===== config.mk =====
export PLATFORM = sky130hd
export DESIGN_NAME = fbpe_port
export DESIGN_NICKNAME = d
export VERILOG_FILES = /design/src/fbpe_pkg.sv /design/src/fbpe_port.sv
export SDC_FILE = /design/constraint.sdc
export NUM_CORES = 1
export LEC_CHECK = 0
export ABC_AREA = 1
export BUFFER_PORTS_ARGS = -buffer_cell sky130_fd_sc_hd__buf_2
export CAP_MARGIN = 20
export CORE_ASPECT_RATIO = 0.5
export CORE_UTILIZATION = 46
export DETAILED_ROUTE_END_ITERATION = 7
export HOLD_SLACK_MARGIN = 0.08
export PLACE_DENSITY_LB_ADDON = 0.05
export RECOVER_POWER = 50
export REMOVE_ABC_BUFFERS = 1
export SLEW_MARGIN = 20
export SYNTH_ARGS = -nofsm -noshare
export SYNTH_HDL_FRONTEND = slang
export SYNTH_SLANG_ARGS = --single-unit
export TNS_END_PERCENT = 5

===== constraint.sdc =====
create_clock -name ref_clk -period 3.35 [get_ports ref_clk]
set_clock_uncertainty 0.2 [all_clocks]
set_input_delay 0.67 -clock ref_clk [delete_from_list [all_inputs] [get_ports ref_clk]]
set_output_delay 0.67 -clock ref_clk [all_outputs]
set_load 0.1 [all_outputs]

===== src/fbpe_pkg.sv =====
// fbpe_pkg: register map, field layout, reset values and bus states for the
// four-pin port with direction control.
// assumes a 32-bit avalon-mm slave with byte addresses, one word per register.
package fbpe_pkg;

    localparam int FBPE_AW = 4;
    localparam int FBPE_DW = 32;

    // byte offsets of the registers
    localparam logic [3:0] FBPE_OFF_PIN_VALUE = 4'h0;
    localparam logic [3:0] FBPE_OFF_OUT_LATCH = 4'h4;
    localparam logic [3:0] FBPE_OFF_DIR_STAT = 4'h8;
    localparam logic [3:0] FBPE_OFF_ANA_CFG = 4'hC;

    // field positions of the direction/status register
    localparam int FBPE_BIT_IBF = 7;
    localparam int FBPE_BIT_OBF = 6;
    localparam int FBPE_BIT_INPUT_BUFFER_OVERFLOW = 5;
    localparam int FBPE_BIT_MODE = 4;
    localparam int FBPE_BIT_PIN3 = 3;
    localparam int FBPE_NPINS = 3;

    // reset values
    localparam logic [2:0] FBPE_RST_DIR = 3'h7;
    localparam logic [2:0] FBPE_RST_LATCH = 3'h0;
    localparam logic [3:0] FBPE_RST_ANA_CFG = 4'h0;

    // analog config codes that make the lower pins digital
    localparam logic [3:0] FBPE_CFG_DIG_MIN = 4'hA;
    localparam logic [3:0] FBPE_CFG_DIG_MAX = 4'hF;

    localparam logic [31:0] FBPE_RD_UNMAPPED = 32'h0000_0000;

    // direction/status register layout, bit 7 down to bit 0
    typedef struct packed {
        logic input_buffer_full;
        logic output_buffer_full;
        logic input_buffer_overflow;
        logic slave_port_mode_select;
        logic unused_zero;
        logic [2:0] pin_direction;
    } fbpe_dir_stat_t;

    localparam fbpe_dir_stat_t FBPE_RST_DIR_STAT = '{
        input_buffer_full: 1'b0,
        output_buffer_full: 1'b0,
        input_buffer_overflow: 1'b0,
        slave_port_mode_select: 1'b0,
        unused_zero: 1'b0,
        pin_direction: FBPE_RST_DIR
    };

    typedef enum logic [1:0] {
        FBPE_BUS_IDLE = 2'b01,
        FBPE_BUS_ACK = 2'b10
    } fbpe_bus_t;

endpackage : fbpe_pkg


===== src/fbpe_port.sv =====
// fbpe_port: four-pin general purpose port, three two-way pins plus one
// input-only pin shared with master clear, with registers over avalon-mm.
// assumes pins are asynchronous to ref_clk; slave-port transfer logic and
// the a/d converter sit outside; the transfer logic and the host side both report through the event inputs.
//
// Contract
// RULE1 - each lower pin independently input or output; schmitt input path
// RULE2 - analog-selected lower pin reads zero in the pin value register
// RULE3 - direction bit one makes the pin an input, driver off
// RULE4 - direction bit zero drives the output latch onto the pin
// RULE5 - direction bits still control drivers while pins are analog
// RULE6 - after power-on reset the lower pins are analog inputs
// RULE7 - latch register is mapped and reads back latch, not pins
// RULE8 - master clear config zero: fourth pin is a plain digital input
// RULE9 - master clear config one: fourth pin is the master clear input
// RULE10 - after reset fourth pin is digital input only if master clear off
// RULE11 - reduced variant: only the fourth pin, only with master clear off
// RULE12 - status bit 3 and unimplemented upper bits read zero
// RULE13 - input buffer full flag set while received word unread, resets zero
// RULE14 - output buffer full flag set until the written word is read
// RULE15 - overflow flag set on write while word unread; software clears it
// RULE16 - mode bit one selects slave port, zero general port; resets zero
// RULE17 - slave port with inputs: lower pins are read, write, select strobes
// RULE18 - latch output path works regardless of analog selection
// RULE19 - lower direction bits reset to one, pins inputs
// RULE20 - software sets analog config field to 1010..1111 for strobes
// RULE21 - writes act at the completing edge; pin inputs are synchronised
//
// Decided for this implementation: register access over Avalon-MM and the address map.
`timescale 1ns/1ps
module fbpe_port
    import fbpe_pkg::*;
#(
    parameter bit REDUCED_PINS = 1'b0
) (
    input wire logic ref_clk,
    input wire logic rst_b,
    input wire logic [FBPE_AW-1:0] avs_address,
    input wire logic avs_read,
    input wire logic avs_write,
    input wire logic [FBPE_DW-1:0] avs_writedata,
    input wire logic [3:0] avs_byteenable,
    output logic [FBPE_DW-1:0] avs_readdata,
    output logic avs_waitrequest,
    input wire logic [2:0] pin_i,
    output logic [2:0] pin_o,
    output logic [2:0] pin_oe,
    input wire logic port_pin3_input_only,
    input wire logic master_clear_enable_config,
    output logic master_clear_request,
    input wire logic slave_write_done,
    input wire logic slave_read_done,
    input wire logic host_word_taken,
    input wire logic host_word_loaded,
    output logic slave_read_strobe_b,
    output logic slave_write_strobe_b,
    output logic slave_select_b
);

    function automatic logic hits(input logic [FBPE_AW-1:0] addr,
                                  input logic [3:0] off);
        hits = (addr == off);
    endfunction : hits

    // two-flop synchronisers, one per pin
    logic [3:0] pin_raw;
    logic [3:0] sync1_q;
    logic [3:0] sync2_q;
    assign pin_raw = {port_pin3_input_only, pin_i};

    genvar gi;
    generate
        for (gi = 0; gi < 4; gi++) begin : g_sync
            always_ff @(posedge ref_clk) begin
                if (!rst_b) begin
                    sync1_q[gi] <= 1'b1;
                    sync2_q[gi] <= 1'b1;
                end else begin
                    sync1_q[gi] <= pin_raw[gi]; // RULE21
                    sync2_q[gi] <= sync1_q[gi];
                end
            end
        end
    endgenerate

    fbpe_bus_t bus_q, bus_d;
    fbpe_dir_stat_t ds_q, ds_d;
    logic [2:0] latch_q, latch_d;
    logic [3:0] acfg_q, acfg_d;
    logic [31:0] rdata_q, rdata_d;
    logic master_clear_input_q, master_clear_input_d;
    logic [2:0] strb_q, strb_d;

    logic req;
    logic accept;
    logic wr_ok;
    logic lower_digital;
    logic strobe_path;
    logic [31:0] rd_value;

    assign req = avs_read | avs_write;
    assign accept = req && (bus_q == FBPE_BUS_ACK);
    // one wait cycle: read data are registered before the accepting edge
    assign avs_waitrequest = req && (bus_q != FBPE_BUS_ACK);
    assign wr_ok = accept && avs_write && avs_byteenable[0];
    assign lower_digital = (acfg_q >= FBPE_CFG_DIG_MIN)
        && (acfg_q <= FBPE_CFG_DIG_MAX);
    assign strobe_path = ds_q.slave_port_mode_select && lower_digital
        && (&ds_q.pin_direction) && !REDUCED_PINS;

    always_comb begin
        rd_value = FBPE_RD_UNMAPPED;
        if (hits(avs_address, FBPE_OFF_PIN_VALUE)) begin
            if (!REDUCED_PINS && lower_digital) begin
                rd_value[2:0] = sync2_q[2:0]; // RULE1 RULE2
            end
            rd_value[FBPE_BIT_PIN3] = sync2_q[3]
                & ~master_clear_enable_config; // RULE8 RULE10 RULE11
        end else if (hits(avs_address, FBPE_OFF_OUT_LATCH)) begin
            if (!REDUCED_PINS) begin
                rd_value[2:0] = latch_q; // RULE7
            end
        end else if (hits(avs_address, FBPE_OFF_DIR_STAT)) begin
            if (!REDUCED_PINS) begin
                rd_value[7:0] = ds_q; // RULE12
            end
        end else if (hits(avs_address, FBPE_OFF_ANA_CFG)) begin
            rd_value[3:0] = acfg_q;
        end
    end

    always_comb begin
        bus_d = bus_q;
        rdata_d = rdata_q;
        unique case (bus_q)
            FBPE_BUS_IDLE: begin
                if (req) begin
                    bus_d = FBPE_BUS_ACK;
                    rdata_d = avs_read ? rd_value : 32'h0000_0000;
                end
            end
            FBPE_BUS_ACK: begin
                bus_d = FBPE_BUS_IDLE;
            end
            default: begin
                bus_d = FBPE_BUS_IDLE;
            end
        endcase
    end

    always_comb begin
        ds_d = ds_q;
        latch_d = latch_q;
        acfg_d = acfg_q;
        if (wr_ok && hits(avs_address, FBPE_OFF_OUT_LATCH)) begin
            latch_d = avs_writedata[2:0]; // RULE7 RULE21
        end
        if (wr_ok && hits(avs_address, FBPE_OFF_DIR_STAT)) begin
            ds_d.pin_direction = avs_writedata[2:0]; // RULE3 RULE4 RULE21
            ds_d.slave_port_mode_select =
                avs_writedata[FBPE_BIT_MODE]; // RULE16
            if (!avs_writedata[FBPE_BIT_INPUT_BUFFER_OVERFLOW]) begin
                ds_d.input_buffer_overflow = 1'b0; // RULE15
            end
        end
        if (wr_ok && hits(avs_address, FBPE_OFF_ANA_CFG)) begin
            acfg_d = avs_writedata[3:0];
        end
        // flags follow the slave port only in slave mode; sets win
        if (ds_q.slave_port_mode_select) begin
            if (host_word_taken) begin
                ds_d.input_buffer_full = 1'b0;
            end
            if (slave_write_done) begin
                ds_d.input_buffer_full = 1'b1; // RULE13
                if (ds_q.input_buffer_full) begin
                    ds_d.input_buffer_overflow = 1'b1; // RULE15
                end
            end
            if (slave_read_done) begin
                ds_d.output_buffer_full = 1'b0; // RULE14
            end
            if (host_word_loaded) begin
                ds_d.output_buffer_full = 1'b1; // RULE14
            end
        end
        ds_d.unused_zero = 1'b0; // RULE12
    end

    always_comb begin
        master_clear_input_d = master_clear_enable_config && !sync2_q[3]; // RULE9
        strb_d = strobe_path ? sync2_q[2:0] : 3'h7; // RULE17
    end

    always_ff @(posedge ref_clk) begin
        if (!rst_b) begin
            bus_q <= FBPE_BUS_IDLE;
            rdata_q <= 32'h0000_0000;
            ds_q <= FBPE_RST_DIR_STAT; // RULE19 RULE16 RULE13
            latch_q <= FBPE_RST_LATCH;
            acfg_q <= FBPE_RST_ANA_CFG; // RULE6
            master_clear_input_q <= 1'b0;
            strb_q <= 3'h7;
        end else begin
            bus_q <= bus_d;
            rdata_q <= rdata_d;
            ds_q <= ds_d;
            latch_q <= latch_d;
            acfg_q <= acfg_d;
            master_clear_input_q <= master_clear_input_d;
            strb_q <= strb_d;
        end
    end

    // drivers ignore analog selection: software must keep analog pins inputs
    always_comb begin
        if (REDUCED_PINS) begin
            pin_oe = 3'h0; // RULE11
            pin_o = 3'h0;
        end else begin
            pin_oe = ~ds_q.pin_direction; // RULE3 RULE4 RULE5
            pin_o = latch_q; // RULE18
        end
    end

    assign avs_readdata = rdata_q;
    assign master_clear_request = master_clear_input_q;
    assign slave_read_strobe_b = strb_q[0];
    assign slave_write_strobe_b = strb_q[1];
    assign slave_select_b = strb_q[2];
endmodule : fbpe_port


==> summary.md, run 1 <==
| Metric | Value |
|---|---|
| TNS Setup | `0 ns` |
| Core area | `3190 sq um` |
| Synth warnings | `0` |
| Total CTS buffers | `5` |
| Non-filler cells, final | `312` |
| Post-synthesis cell count | `219` |
| Final Cell Area | `1870 sq um` |
| Worst Max-Slew Pin Slew | `0.556 ns` |
| Hold Vio Cnt, Final | `0` |
| Later-pin clock latency in the skew report | `0.29 ns` |
| Crit path time final | `2.29 ns` |
| Crit path max fanout | `2` |
| Hold_buf cts | `0` |
| Cell Rows | `14` |
| Worst Path Arrival | `1.42 ns` |
| Starting DRT DRC Count | `44` |
| Die H | `44.1 microns` |
| DP HPWL | `2.40 mm` |
| Via count | `1368` |
| Pwr Density | `509 nW/um^2` |
| Final worst-path cycle share | `68.3%` |
| Nature of the critical path startpoint | `input port` |
| N_diodes | `0` |
| Endpoints failing setup | `0` |
| Outcome | `finished clean` |
| Post-synth cell types | `23` |
| Via-to-Cell Ratio | `4.38` |
| VDD IR max | `0.277 mV` |
| Largest net degree at the start of global routing | `22` |
| Layout cells sized above 1 | `24.2%` |
| Hold crit path type | `reg2reg` |
| Seq cells post-synth | `36` |
| Max_slew headroom | `62.9%` |
| RSZ-0062 raised after global routing | `no` |
| Required @ worst endpoint | `2.48 ns` |
| WL/cell | `9.92 microns` |
| Area of placed instances | `1790 sq um` |
| Global-route wire length before repair | `4.93 mm` |
| Die extent in x | `86.2 microns` |
| Most common cell after layout, fill and taps aside | `nand2_1` |
| Initial Util | `51.2%` |
| Max cap viols | `0` |
| Register area share after synthesis | `44.2%` |
| CTS-repair resized insts | `0` |
| Clock slew at reported path FFs | `0.07 ns` |
| Leakage power total | `0.918 nW` |
| CTS Buffer Depth | `2` |
| Post-Place Cells | `304` |
| # IOs | `96` |
| Avg Cell Area, Syn | `7.45 sq um` |
| Power, Total | `954 uW` |
| DRT Pass-1 Iters | `4` |
| Port Buf Inserts | `42` |
| Post-CTS setup repair buffer count | `0` |
| FMAX | `437 MHz` |
| DRC Markers | `0` |
| Most frequent cells in the layout | `nand2_1, buf_2, dfxtp_1` |
| Initial antenna violation count | `0` |
| CP Class | `in2out` |
| Crit. End Element | `primary output` |
| # H-tree levels | `2` |
| Final net count | `316` |
| CTS tree | `built` |
| CTS Sinks | `36` |
| Routed Antenna Nets | `0` |
| Synthesized cell area | `1630 sq um` |
| RePlAce Congestion | `0.780` |
| Clk Tree Root Cell | `clkbuf_8` |
| Fin. max-slew vios | `0` |
| GRT Util Overall | `17.6%` |
| Final WL | `3.10 mm` |
| Area growth, synth to finish | `14.9%` |
| GR Overflow Total | `0` |
| Vias in the first global route | `1098` |
| DIE AREA | `3800 sq um` |
cells in the mapped netlist:
master / number / area, sq um
nand4_1: 1 / 6.26
nor2_1: 29 / 109
o211ai_1: 3 / 22.5
a21oi_1: 16 / 80.1
nand2_1: 40 / 150
buf_4: 24 / 180
dfxtp_1: 36 / 721
clkinv_1: 2 / 7.51
o21ai_1: 8 / 40.0
nand3b_1: 2 / 15.0
o21ai_0: 1 / 5.00
inv_2: 5 / 18.8
or2_2: 8 / 50.1
nor2_4: 3 / 33.8
nor3_2: 1 / 10.0
inv_1: 17 / 63.8
nor3_1: 1 / 5.00
nand3_2: 1 / 10.0
or2_1: 1 / 6.26
conb_1: 1 / 3.75
nand2_2: 3 / 18.8
nand3_1: 12 / 60.1
clkbuf_1: 4 / 15.0
critical path, stage by stage:
cell	delay [ns]
buf_2	0.09
or2_1	0.11
inv_1	0.04
nor2_1	0.08
buf_2	0.43
worst paths after layout:
check / endpoint / slack (ns) / startpoint / depth (start not counted)
worst min-delay path: sync2_q[0] / 0.21 / sync1_q[0] / 1
worst max-delay path: avs_waitrequest / 1.06 / avs_read / 5
worst max register to register: ds_q[2] / 1.94 / bus_q[1] / 7
worst min register to register: sync2_q[0] / 0.21 / sync1_q[0] / 1
per-layer routing:
layer	GRT usage (%)	up-vias	part of all wire, %
met3	6.90	5	7.7
met5	0	-	0
li1	-	725	-
met1	23.7	587	52
met2	25.6	51	40
met4	7.00	0	1.1
layout make-up:
class | instances | area, sq um
Fill cell | 327 | 1310
Sequential cell | 36 | 721
Multi-Input combinational cell | 154 | 702
Timing Repair Buffer | 42 | 208
Inverter | 24 | 90.1
Clock buffer | 7 | 86.3
Tap cell | 48 | 60.1
Clock inverter | 1 | 7.51
power by group:
group	internal, mW	total (mW)	switching (mW)
sequential	0.436	0.439	0.00303
combinational	0.0240	0.194	0.170
clock	0.167	0.321	0.154
sequential cells by signal, summed over array words and instances, names as in the netlist:
register,flops
avs_readdata,8
ds_q,7
acfg_q,4
sync1_q,4
sync2_q,4
pin_o,3
strb_q,3
bus_q,2
master_clear_request,1
cells by family after synthesis:
family	Yosys count	share of synthesized area [%]
simple gates	102	29.1
buf+inv	52	17.5
flops	36	44.2
compound gates	28	9.05
other cells	1	0.230
metrics by stage:
step / util (%) / hold slack, ns / setup slack, ns
2_1_floorplan: - / 0.189 / 0.422
3_3_place_gp: 56.2 / 0.196 / 1.10
3_5_place_dp: 56.2 / 0.199 / 1.06
4_1_cts: 59.2 / 0.216 / 1.06
5_1_grt: 58.8 / 0.226 / 1.03
6_report: 58.8 / 0.214 / 1.06
(Power assumes the default switching activity.)
==> inputs of run 2 (changes only) <==
--- a/config.mk
+++ b/config.mk
@@ -9,7 +9,7 @@
 export BUFFER_PORTS_ARGS = -buffer_cell sky130_fd_sc_hd__buf_2
 export CAP_MARGIN = 20
 export CORE_ASPECT_RATIO = 0.5
-export CORE_UTILIZATION = 46
+export CORE_UTILIZATION = 39
 export DETAILED_ROUTE_END_ITERATION = 7
 export HOLD_SLACK_MARGIN = 0.08
 export PLACE_DENSITY_LB_ADDON = 0.05
==> constraint.sdc (replaced) <==
create_clock -name ref_clk -period 2.1 [get_ports ref_clk]
set_clock_uncertainty 0.2 [all_clocks]
set_input_delay 0.42 -clock ref_clk [delete_from_list [all_inputs] [get_ports ref_clk]]
set_output_delay 0.42 -clock ref_clk [all_outputs]
set_load 0.1 [all_outputs]
==> summary.md, run 2 (synthesized netlist as in run 1, its figures left out) <==
| Metric | Value |
|---|---|
| Sw Share | `33.0% (-1.2 points)` |
| R2R Path Start | `bus_q[1]` |
| # H-tree levels | `2 (unchanged)` |
| CP max stage cell | `buf_2` |
| Fin. max-slew vios | `0 (unchanged)` |
| Post-CTS setup repair buffer count | `0 (unchanged)` |
| Initial antenna violation count | `0 (unchanged)` |
| Delay-heaviest family, CP | `buffers and inverters` |
| Max_slew headroom | `64.0% (+1.2 points)` |
| CTS Buffer Depth | `2 (unchanged)` |
| # IOs | `96 (unchanged)` |
| CP Class | `reg2out` |
| Total CTS buffers | `5 (unchanged)` |
| Endpoints failing setup | `0 (unchanged)` |
| DRT Pass-1 Iters | `4 (unchanged)` |
| Core area | `3960 sq um (+24%)` |
| Die extent in x | `93.5 microns (+8.4%)` |
| GR Overflow Total | `0 (unchanged)` |
| Outcome | `finished clean` |
| Area of placed instances | `1830 sq um (+2.1%)` |
| CTS-repair resized insts | `0 (unchanged)` |
| GRT Util Overall | `16.3% (-1.3 points)` |
| RSZ-0062 raised after global routing | `no` |
| Most common cell after layout, fill and taps aside | `nand2_1` |
| Routed Antenna Nets | `0 (unchanged)` |
| Slowest stage delay, CP | `0.42 ns (about the same)` |
| WL/cell | `10.5 microns (+5.5%)` |
| Hold_buf cts | `0 (unchanged)` |
| Pwr Density | `849 nW/um^2 (+67%)` |
| Max cap viols | `0 (unchanged)` |
| Final worst-path cycle share | `82.6%` |
| Setup WS pre-CTS | `0.447 ns (-0.616 ns)` |
| Most frequent cells in the layout | `nand2_1, buf_2, dfxtp_1` |
| Final net count | `318 (+0.63%)` |
| Later-pin clock latency in the skew report | `0.29 ns (about the same)` |
| Clock share of power | `37.5% (+3.9 points)` |
| VDD IR max | `0.341 mV (+23%)` |
| Worst Path Buf+Inv | `2 (-1)` |
| Clk Tree Root Cell | `clkbuf_8` |
| Reg-to-Reg End | `acfg_q[2]` |
| Worst Path Arrival | `1.12 ns (-0.30 ns)` |
| N_diodes | `0 (unchanged)` |
| FMAX | `576 MHz` |
| DP HPWL | `2.57 mm (+7.3%)` |
| Final Worst Setup Slack | `0.365 ns (-0.699 ns)` |
| Hold Path End | `sync1_q[0]` |
| CP cell instances | `inv_1, buf_2` |
| Leakage power total | `0.940 nW (+2.4%)` |
| Via-to-Cell Ratio | `4.35 (-0.72%)` |
| Cell Rows | `16 (+2)` |
| Area growth, synth to finish | `17.8%` |
| CTS Sinks | `36 (unchanged)` |
| Setup slack, reg-to-reg | `0.65 ns (-1.29 ns)` |
| Combinational fraction of design power | `19.6% (-0.8 points)` |
| Via count | `1393 (+1.8%)` |
| Sequential power share | `42.9% (-3.1 points)` |
| Largest net degree at the start of global routing | `14 (-36%)` |
| Final Cell Area | `1920 sq um (+2.5%)` |
| Largest register FFs | `8 (unchanged)` |
| Worst Max-Slew Pin Slew | `0.539 ns (-0.0168 ns)` |
| Crit path max fanout | `3 (+1)` |
| Global-route wire length before repair | `5.22 mm (+5.9%)` |
| Die H | `47.7 microns (+8.2%)` |
| Starting DRT DRC Count | `39 (-11%)` |
| R2r worst-path depth | `7 (unchanged)` |
| Vias in the first global route | `1136 (+3.5%)` |
| Hold depth | `2 (+1)` |
| P_int | `1.09 mW (+74%)` |
| Hold Vio Cnt, Final | `0 (unchanged)` |
| Port Buf Inserts | `42 (unchanged)` |
| Layout cells sized above 1 | `24.8% (+0.57 points)` |
| DRC Markers | `0 (unchanged)` |
| Final WL | `3.35 mm (+8.2%)` |
| DIE AREA | `4460 sq um (+17%)` |
| Required @ worst endpoint | `1.48 ns (-1.00 ns)` |
| Initial Util | `41.2% (-10 points)` |
| Crit. End Element | `primary output` |
| CTS tree | `built` |
| Hold crit path type | `in2reg` |
| RePlAce Congestion | `0.824 (+5.7%)` |
| Crit path time final | `1.74 ns` |
| P_sw | `539 uW (+65%)` |
| HP Start | `pin_i[0]` |
| Nature of the critical path startpoint | `flop` |
| Clock slew at reported path FFs | `0.07 ns (about the same)` |
run 2: cell count changes in the layout (fill, tap and decap cells not counted), sizes merged:
cell / before / now
buf: 40 / 41
bufinv: 0 / 1
clkinv: 2 / 3
clkinvlp: 1 / 0
run 2: metal layers:
| layer | up-vias | global-route usage, % | part of all wire (%) |
|---|---|---|---|
| li1 | 727 | - | - |
| met1 | 612 | 21.2 | 49 |
| met2 | 49 | 25.6 | 42 |
| met3 | 5 | 5.40 | 7.1 |
| met4 | 0 | 7.38 | 1.0 |
| met5 | - | 0 | 0 |
run 2: worst max-delay path by stage:
stage	startpoint	endpoint	cells after the start
2_1_floorplan	avs_read	avs_waitrequest	3
3_3_place_gp	avs_read	avs_waitrequest	5
3_5_place_dp	avs_address[1]	ds_q[0]	7
4_1_cts	ds_q[0]	pin_oe[0]	2
5_1_grt	ds_q[0]	pin_oe[0]	2
6_report	ds_q[0]	pin_oe[0]	2
run 2: power groups by stage:
stage	Combinational, mW	Sequential (mW)	Clock [mW]
final	0.319	0.700	0.612
after global routing	0.337	0.702	0.656
after CTS	0.323	0.700	0.624
after detailed placement	0.322	0.716	0
after global placement	0.321	0.716	0
after floorplan	0.251	0.730	0
run 2: final cells by class:
type	instances	area, sq um
Inverter	24	90.1
Multi-Input combinational cell	154	704
Timing Repair Buffer	44	231
Clock inverter	2	35.0
Fill cell	437	2040
Tap cell	54	67.6
Clock buffer	6	72.6
Sequential cell	36	721
run 2: through the flow:
| stage | instances | setup TNS [ns] | hold slack, ns | power (mW) | utilization (%) |
|---|---|---|---|---|---|
| global route | 320 | 0 | 0.104 | 1.69 | 48.5 |
| global placement | 312 | 0 | 0.197 | 1.04 | 46.2 |
| CTS | 320 | 0 | 0.103 | 1.65 | 48.9 |
| finish | 320 | 0 | 0.111 | 1.63 | 48.5 |
| detailed placement | 312 | 0 | 0.202 | 1.04 | 46.2 |
| floorplan | 214 | -0.328 | 0.189 | 0.981 | - |
run 2: worst register-to-register path, stage by stage, from the launching register on:
cell	delay, ns
dfxtp_1	0.33
inv_1	0.04
nor2_1	0.11
nand2_1	0.06
inv_1	0.16
nand2_1	0.19
o21ai_0	0.20
a21oi_1	0.05
